File: config.mk
export PLATFORM = sky130hd
export DESIGN_NAME = svd_ctrl
export DESIGN_NICKNAME = d
export VERILOG_FILES = /design/src/pkg/svd_pkg.sv /design/src/pkg/svd_sync_if.sv /design/src/verilog/svd_sync.sv /design/src/verilog/svd_ctrl.sv
export SDC_FILE = /design/constraint.sdc
export NUM_CORES = 1
export LEC_CHECK = 0
export ABC_AREA = 1
export BUFFER_PORTS_ARGS = -buffer_cell sky130_fd_sc_hd__buf_2
export CORE_MARGIN = 5
export CORE_UTILIZATION = 44
export DETAILED_ROUTE_END_ITERATION = 7
export GPL_TIMING_DRIVEN = 0
export PLACE_DENSITY = 0.74
export SYNTH_ARGS = -nofsm -noshare
export SYNTH_HDL_FRONTEND = slang
export SYNTH_HIERARCHICAL = 1
export SYNTH_SLANG_ARGS = --single-unit
File: constraint.sdc
create_clock -name clock -period 0.8 [get_ports clock]
set_input_delay 0.16 -clock clock [delete_from_list [all_inputs] [get_ports clock]]
set_output_delay 0.16 -clock clock [all_outputs]
set_load 0.02 [all_outputs]
File: src/pkg/svd_pkg.sv
// Package: register map, field layout and synchroniser depth for the voltage detector
package svd_pkg;
    // Register indices (word address = index)
    localparam logic [3:0] ADDR_CONTROL = 4'h0;
    localparam logic [3:0] ADDR_STATUS = 4'h1;
    localparam logic [3:0] ADDR_MASK = 4'h2;
    localparam logic [3:0] ADDR_FLAGS = 4'h3;

    // Control register fields
    localparam int BIT_DIRECTION = 7;
    localparam int BIT_UNUSED = 6;
    localparam int BIT_REF_STABLE = 5;
    localparam int BIT_ENABLE = 4;
    localparam int LEVEL_MSB = 3;
    localparam int LEVEL_LSB = 0;
    localparam logic [3:0] LEVEL_EXTERNAL = 4'hF;
    localparam logic [3:0] LEVEL_RESET = 4'h5;
    localparam logic [7:0] CONTROL_RESET = 8'h05;
    localparam logic [7:0] CONTROL_WMASK = 8'h9F;

    // Flag and status layout
    localparam int BIT_DETECT = 0;
    localparam int BIT_STABLE_EVT = 1;
    localparam logic [1:0] EVENT_NONE = 2'h0;

    // Synchroniser depth
    localparam int SYNC_STAGES = 2;
endpackage

File: src/pkg/svd_sync_if.sv
// Interface: raw analog indications and their synchronised copies
`timescale 1ns/10ps
interface svd_sync_if;
    logic raw_trip;
    logic raw_settled;
    logic trip;
    logic settled;
    modport sync (input raw_trip, input raw_settled, output trip, output settled);
    modport core (output raw_trip, output raw_settled, input trip, input settled);
endinterface

File: src/verilog/svd_sync.sv
// Two-stage synchronisers for the comparator and reference-settled inputs
`timescale 1ns/10ps
module svd_sync
    import svd_pkg::*;
(
    // Clock and reset
    input wire logic clock,
    input wire logic rst,
    // Signals
    svd_sync_if.sync sig
);
    logic [SYNC_STAGES-1:0] stage_trip;
    logic [SYNC_STAGES-1:0] stage_settled;
    logic [SYNC_STAGES-1:0] next_stage_trip;
    logic [SYNC_STAGES-1:0] next_stage_settled;

    always_comb
    begin
        next_stage_trip = {stage_trip[SYNC_STAGES-2:0], sig.raw_trip};
        next_stage_settled = {stage_settled[SYNC_STAGES-2:0], sig.raw_settled};
    end

    always_ff @(posedge clock or posedge rst)
    begin
        if (rst)
        begin
            stage_trip <= '0;
            stage_settled <= '0;
        end
        else
        begin
            stage_trip <= next_stage_trip;
            stage_settled <= next_stage_settled;
        end
    end

    assign sig.trip = stage_trip[SYNC_STAGES-1];
    assign sig.settled = stage_settled[SYNC_STAGES-1];
endmodule

File: src/verilog/svd_ctrl.sv
// Control, status and interrupt logic of the supply voltage detector
//
// Summary of operation
// - Direction 1: supply at or above trip point is an event.
// - Direction 0: supply at or below trip point is an event.
// - Reference-stable bit is read-only, set once detector has settled.
// - Enable powers the analog detector; clear turns it off, no events.
// - Each enable restarts settling; stable bit clear until it ends.
// - No detect flag before the stable bit is set.
// - Settling time comes from analog reference, not a clock count.
// - Comparator crossing in chosen direction sets the detect flag.
// - Trip level is the 4-bit low field, choosing one of fifteen taps or the external input.
// - Code 0000 lowest threshold, 1110 highest, monotonic in between.
// - Code 1111 routes external trip input to the comparator.
// - Bit 6 reads zero, writes ignored.
// - Detector works while asleep; a crossing sets flag and wakes.
// - Reset returns control to reset state, detector off.
//
// The address-and-strobe port and the register offsets were left to the implementer.
`timescale 1ns/10ps
module svd_ctrl
    import svd_pkg::*;
(
    // Clock and reset
    input wire logic clock,
    input wire logic rst,
    // Register port
    input wire logic [3:0] reg_addr,
    input wire logic [7:0] reg_wdata,
    input wire logic reg_write,
    input wire logic reg_read,
    output logic [7:0] reg_rdata,
    // Analog side
    input wire logic comparator_out,
    input wire logic reference_settled,
    output logic analog_power,
    output logic [3:0] tap_select,
    output logic external_select,
    output logic direction_select,
    // Sleep and interrupt
    output logic wake,
    output logic irq
);
    // ==========================================================
    // Synchronisers
    svd_sync_if sig ();
    assign sig.raw_trip = comparator_out;
    assign sig.raw_settled = reference_settled;

    svd_sync i_svd_sync
    (
        .clock(clock),
        .rst(rst),
        .sig(sig)
    );

    // ==========================================================
    // Detector state machine
    typedef enum logic [1:0]
    {
        SVD_OFF = 2'b00,
        SVD_SETTLING = 2'b01,
        SVD_ARMED = 2'b11
    } svd_state_t;

    svd_state_t state;
    svd_state_t next_state;
    logic [7:0] control;
    logic [7:0] next_control;
    logic [1:0] flags;
    logic [1:0] next_flags;
    logic [1:0] mask;
    logic [1:0] next_mask;
    logic trip_prev;
    logic next_trip_prev;
    logic [7:0] next_rdata;
    logic next_irq;
    logic next_wake;
    logic enabled;
    logic stable;
    logic crossing;
    logic stable_rise;

    assign enabled = control[BIT_ENABLE];
    // Gated by enable so a disable hides the stable bit at once
    assign stable = (state == SVD_ARMED) && enabled;

    always_comb
    begin
        next_state = state;
        case (state)
            SVD_OFF:
            begin
                // Stale settled copy of the last enable must drain first
                if (enabled && !sig.settled)
                    next_state = SVD_SETTLING;
            end
            SVD_SETTLING:
            begin
                if (!enabled)
                    next_state = SVD_OFF;
                // Settling ends on the analog indication only
                else if (sig.settled)
                    next_state = SVD_ARMED;
            end
            SVD_ARMED:
            begin
                if (!enabled)
                    next_state = SVD_OFF;
            end
            default:
                next_state = SVD_OFF;
        endcase
    end

    // ==========================================================
    // Event detection
    // The comparator is taken as asserting while the supply sits on the
    // chosen side of the threshold; its polarity is set by the direction
    // output, so the rising edge of the synchronised level is the event.
    always_comb
    begin
        next_trip_prev = sig.trip;
        crossing = stable && sig.trip && !trip_prev;
        stable_rise = (state == SVD_SETTLING) && (next_state == SVD_ARMED);
    end

    // ==========================================================
    // Registers and read port
    always_comb
    begin
        next_control = control;
        next_mask = mask;
        next_flags = flags;
        next_rdata = 8'h00;
        if (reg_write && reg_addr == ADDR_CONTROL)
            next_control = reg_wdata & CONTROL_WMASK;
        if (reg_write && reg_addr == ADDR_MASK)
            next_mask = reg_wdata[1:0];
        if (reg_write && reg_addr == ADDR_FLAGS)
            next_flags = flags & ~reg_wdata[1:0];
        if (reg_read)
        begin
            case (reg_addr)
                ADDR_CONTROL:
                begin
                    next_rdata = control;
                    next_rdata[BIT_REF_STABLE] = stable;
                    next_rdata[BIT_UNUSED] = 1'b0;
                end
                ADDR_STATUS:
                    next_rdata = {6'h00, flags};
                ADDR_MASK:
                    next_rdata = {6'h00, mask};
                ADDR_FLAGS:
                    next_rdata = {6'h00, flags};
                default:
                    next_rdata = 8'h00;
            endcase
            // Status read clears the sticky bits
            if (reg_addr == ADDR_STATUS)
                next_flags = EVENT_NONE;
        end
        // Hardware set wins over any clear in the same cycle
        if (crossing)
            next_flags[BIT_DETECT] = 1'b1;
        if (stable_rise)
            next_flags[BIT_STABLE_EVT] = 1'b1;
        next_irq = |(next_flags & next_mask);
        // Wake does not depend on the mask so sleep exits on any crossing
        next_wake = next_flags[BIT_DETECT];
    end

    always_ff @(posedge clock or posedge rst)
    begin
        if (rst)
        begin
            state <= SVD_OFF;
            control <= CONTROL_RESET;
            mask <= EVENT_NONE;
            flags <= EVENT_NONE;
            trip_prev <= 1'b0;
            reg_rdata <= 8'h00;
            irq <= 1'b0;
            wake <= 1'b0;
            analog_power <= 1'b0;
            tap_select <= LEVEL_RESET;
            external_select <= 1'b0;
            direction_select <= 1'b0;
        end
        else
        begin
            state <= next_state;
            control <= next_control;
            mask <= next_mask;
            flags <= next_flags;
            trip_prev <= next_trip_prev;
            reg_rdata <= next_rdata;
            irq <= next_irq;
            wake <= next_wake;
            analog_power <= next_control[BIT_ENABLE];
            tap_select <= next_control[LEVEL_MSB:LEVEL_LSB];
            external_select <= (next_control[LEVEL_MSB:LEVEL_LSB] == LEVEL_EXTERNAL);
            direction_select <= next_control[BIT_DIRECTION];
        end
    end
endmodule

==> impl_table.tex <==
\begin{tabular}{lr}
\hline
Metric & Value \\
\hline
\multicolumn{2}{l}{\textbf{GRT}} \\
\quad Met2 demand-to-capacity share in global routing & between 20\% and 30\% \\
\quad Antenna violations before repair & 0 \\
\quad Global route total overflow & 0 \\
\quad Maximum number of pins on one net before global-route repair & 23 \\
\quad Layer carrying the most global-route usage & met2 \\
\quad Number of global-route vias before repair & 919 \\
\quad Routing usage on met3 & under 10\% \\
\quad Met1 track utilization from global routing & 17.4\% \\
\quad Global-route wire length before repair & 3.88 mm \\
\quad Global router's overall resource usage & 14.8\% \\
\multicolumn{2}{l}{\textbf{Floorplan}} \\
\quad Initial cell density of the core & between 40 and 50\% \\
\quad Chip height & around 59 um \\
\quad Core box area & $\sim$0.0023 mm\^{}2 \\
\quad Horiz. Die Dim & between 50 and 60 um \\
\quad Row Count & 17 \\
\quad Die area & roughly 0.0035 mm\^{}2 \\
\quad Top Ports & 35 \\
\multicolumn{2}{l}{\textbf{Placed design}} \\
\quad Dpl hpwl & about 1.6 mm \\
\quad Placed cell area & 0.00126 mm\^{}2 \\
\quad Count of input and output buffers & 31 \\
\quad Cell total after placement & 173 \\
\quad GPL Wtd Cong & roughly 0.75 \\
\quad Worst-case setup slack after placement & -0.340 ns \\
\multicolumn{2}{l}{\textbf{CTS}} \\
\quad Clock Path Buffers & 2 \\
\quad Root Buffer & clkbuf\_4 \\
\quad Clock slew at the register clock pins of the worst setup and hold paths & 0.13 ns \\
\quad Clock tree from TritonCTS & done \\
\quad H-Tree Level Count & 1 \\
\quad CTS sink cnt & 26 \\
\quad Clock latency of the later-clocked register in the worst-skew pair & roughly 0.31 ns \\
\quad Number of CTS-inserted buffers & 3 \\
\multicolumn{2}{l}{\textbf{STA}} \\
\quad Clock tree skew after final layout & 0.00202 ns \\
\quad Count of endpoints failing setup in the final report & 30 \\
\quad Final setup slack of the worst path & -0.349 ns \\
\quad RSZ-0062 raised after global routing & yes \\
\quad Max frequency & around 870 MHz \\
\quad Actual transition at the worst max-transition pin & about 0.80 ns \\
\quad Relative slew slack & 46.4\% \\
\quad Time the final worst path needs with I/O delays and setup & about 1.1 ns \\
\quad Number of hold violations in the final report & 20 \\
\quad Final Max Tran Viols & 0 \\
\quad Final hold slack & -0.0139 ns \\
\quad Crit share post-route & 144\% \\
\quad Post-Route Setup TNS & -5.08 ns \\
\multicolumn{2}{l}{\textbf{Yosys}} \\
\quad Post-synthesis instance total & $\sim$110 \\
\quad Average cell area after synthesis & around 9.4 um\^{}2 \\
\quad Library cells used by synthesis & 18 \\
\quad Ys Warns & 6 \\
\quad Post-synthesis instance area & about 0.0011 mm\^{}2 \\
\quad Number of storage elements in the synthesis netlist & 26 \\
\quad Share of synthesized area occupied by flip-flops and latches & between 60\% and 70\% \\
\quad Number of nets produced by synthesis & roughly 130 \\
\multicolumn{2}{l}{\textbf{Worst setup path}} \\
\quad Type of destination of the critical path & output port \\
\quad Endpoint required time on the critical path & roughly 0.64 ns \\
\quad WP buf/inv & 1 \\
\quad Worst path top cell family by delay & flip-flops \\
\quad Maximum fanout count along the critical path & 2 \\
\quad Peak per-stage delay on the critical path & around 0.56 ns \\
\quad Slowest cell on the critical path & dfstp\_2 \\
\quad Setup Crit Path Kind & reg2out \\
\quad Arrival time of the worst setup path & around 0.99 ns \\
\quad Cells along the critical path & buf\_6 \\
\quad Worst Setup Start Kind & register \\
\multicolumn{2}{l}{\textbf{Drt}} \\
\quad Number of detailed-route iterations in the first pass & 4 \\
\quad Detailed-route wire length per cell & around 12 um \\
\quad DR iter-0 viols & 8 \\
\quad Detailed Route WL & $\sim$2.3 mm \\
\quad Number of vias per cell & roughly 4.6 \\
\quad Vias & a little under 900 \\
\quad Final ANT Viol Nets & 0 \\
\quad Number of remaining DRC errors & 0 \\
\multicolumn{2}{l}{\textbf{Worst hold path}} \\
\quad Worst min-delay path class & in2async \\
\multicolumn{2}{l}{\textbf{Final layout}} \\
\quad Finished Layout Cells & 188 \\
\quad Share of the core filled with cells in the final layout & between 60 and 70\% \\
\quad Fillers & 189 \\
\quad Fraction of final layout cells sized beyond drive strength 1 & around 46\% \\
\quad Number of inserted diodes & 0 \\
\quad Synthesis-to-layout area growth & 47.4\% \\
\quad Final Net Count & $\sim$180 \\
\quad Fin area & 0.00157 mm\^{}2 \\
\multicolumn{2}{l}{\textbf{Power}} \\
\quad Combinational fraction of design power & roughly a third \\
\quad Reg power frac & 48.2\% \\
\quad IR drop worst, VDD & around 1700 uV \\
\quad Switching Share & a little under a third \\
\quad Power density relative to cell area & 2210 mW/mm\^{}2 \\
\quad Power spent charging and discharging nets & 1.09 mW \\
\quad Post-layout total power & around 3.5 mW \\
\quad Clock network fraction of design power & 18.1\% \\
\quad Cell internal power dissipation & between 2 and 2.5 mW \\
\quad Standby leakage power & 0.852 nW \\
\multicolumn{2}{l}{\textbf{Outcome}} \\
\quad Violated checks & hold timing, setup timing \\
\quad Result of the run & finished with violations \\
\multicolumn{2}{l}{\textbf{Run}} \\
\quad Max Cap Violations & 0 \\
\hline
\end{tabular}
==> cell families (layout without fill, tap and decap cells) <==
family	after synthesis	after routing	synth area share, %
buf+inv	18	64	6.69
simple gates	61	61	27.2
compound gates	8	8	4.46
flops	26	26	61.3
other cells	1	1	0.352
==> synth_stat cells <==
cell type  count  area (um^2)
o21ai_2        2         17.5
nor2_2         1         6.26
buf_4          1         7.51
inv_2          1         3.75
nand3_1        5         25.0
inv_1         16         60.1
conb_1         1         3.75
o21ai_0        2         10.0
nand2_4        1         11.3
o21ai_1        4         20.0
nand3b_1       1         7.51
dfrtp_1       24          601
nand2_1       34          128
nor2_8         2         40.0
nand4_1        3         18.8
nor3_1         1         5.00
dfstp_2        2         52.6
nor2_1        13         48.8
==> path summary, 6_finish.rpt <==
check | start | endpoint | slack, ns | cells after the start
min in group clock | reg_wdata[2] | tap_select[2] | 0.05 | 3
max reg2reg | tap_select[2] | external_select | -0.24 | 5
max | tap_select[0] | tap_select[0] | -0.35 | 1
min | rst | state[0] | -0.01 | 2
max in group asynchronous | rst | control[4] | 0.27 | 2
min reg2reg | i_svd_sync/stage_trip[0] | i_svd_sync/stage_trip[1] | 0.36 | 0
==> flip-flops by register name, indices dropped and copies added (netlist names), 2 cells and up <==
register	count
i_svd_sync/stage_settled	2
reg_rdata	7
tap_select	3
mask	2
state	2
i_svd_sync/stage_trip	2
flags	2
control	3
==> cells in the final DEF, fill, tap and decap left out <==
master         synthesis  final
buf_2                  0     15
buf_4                  1      4
buf_6                  0     21
clkbuf_4               0      3
clkbuf_8               0      1
conb_1                 1      1
dfrtp_1               24     23
dfrtp_2                0      1
dfstp_2                2      2
dlygate4sd3_1          0      3
inv_1                 16     14
inv_2                  1      2
inv_4                  0      1
nand2_1               34     27
nand2_2                0      6
nand2_4                1      2
nand3_1                5      2
nand3_2                0      3
nand3b_1               1      1
nand4_1                3      3
nor2_1                13     10
nor2_2                 1      3
nor2_4                 0      1
nor2_8                 2      2
nor3_2                 0      1
o21ai_0                2      1
o21ai_1                4      2
o21ai_2                2      5
==> repair_timing <==
| action | in CTS | in global routing |
|---|---|---|
| setup endpoints to repair | 20 | 31 |
| gates cloned | 0 | 0 |
| pin swaps | 9 | 9 |
| gates resized for setup | 42 | 17 |
| setup buffers | 5 | 4 |
| endpoints found under the hold margin | 6 | 0 |
| hold buffers | 3 | 0 |
==> metal layers <==
| layer | wire, um | up-vias |
|---|---|---|
| li1 | - | 439 |
| met3 | 149 | 6 |
| met1 | 911 | 404 |
| met4 | 48 | 0 |
| met5 | 0 | - |
| met2 | 1240 | 25 |
==> power groups by stage <==
stage / combinational [mW] / clock, mW / sequential [mW]
2_1_floorplan: 0.318 / 0 / 1.81
3_3_place_gp: 0.700 / 0 / 1.67
3_5_place_dp: 0.719 / 0 / 1.68
4_1_cts: 1.04 / 0.667 / 1.67
5_1_grt: 1.28 / 0.716 / 1.70
6_report: 1.17 / 0.630 / 1.67
==> final cells by class <==
class | instances | area (um^2) | share of cell area, %
plain buffers | 1 | 7.51 | 0.478
flip-flops and latches | 26 | 654 | 41.6
repair buffers | 42 | 364 | 23.2
inverters | 17 | 66.3 | 4.22
well taps | 28 | 35.0 | 2.23
multi-input cells | 70 | 408 | 26.0
clock buffers | 4 | 36.3 | 2.31
(Power assumes the default switching activity.)
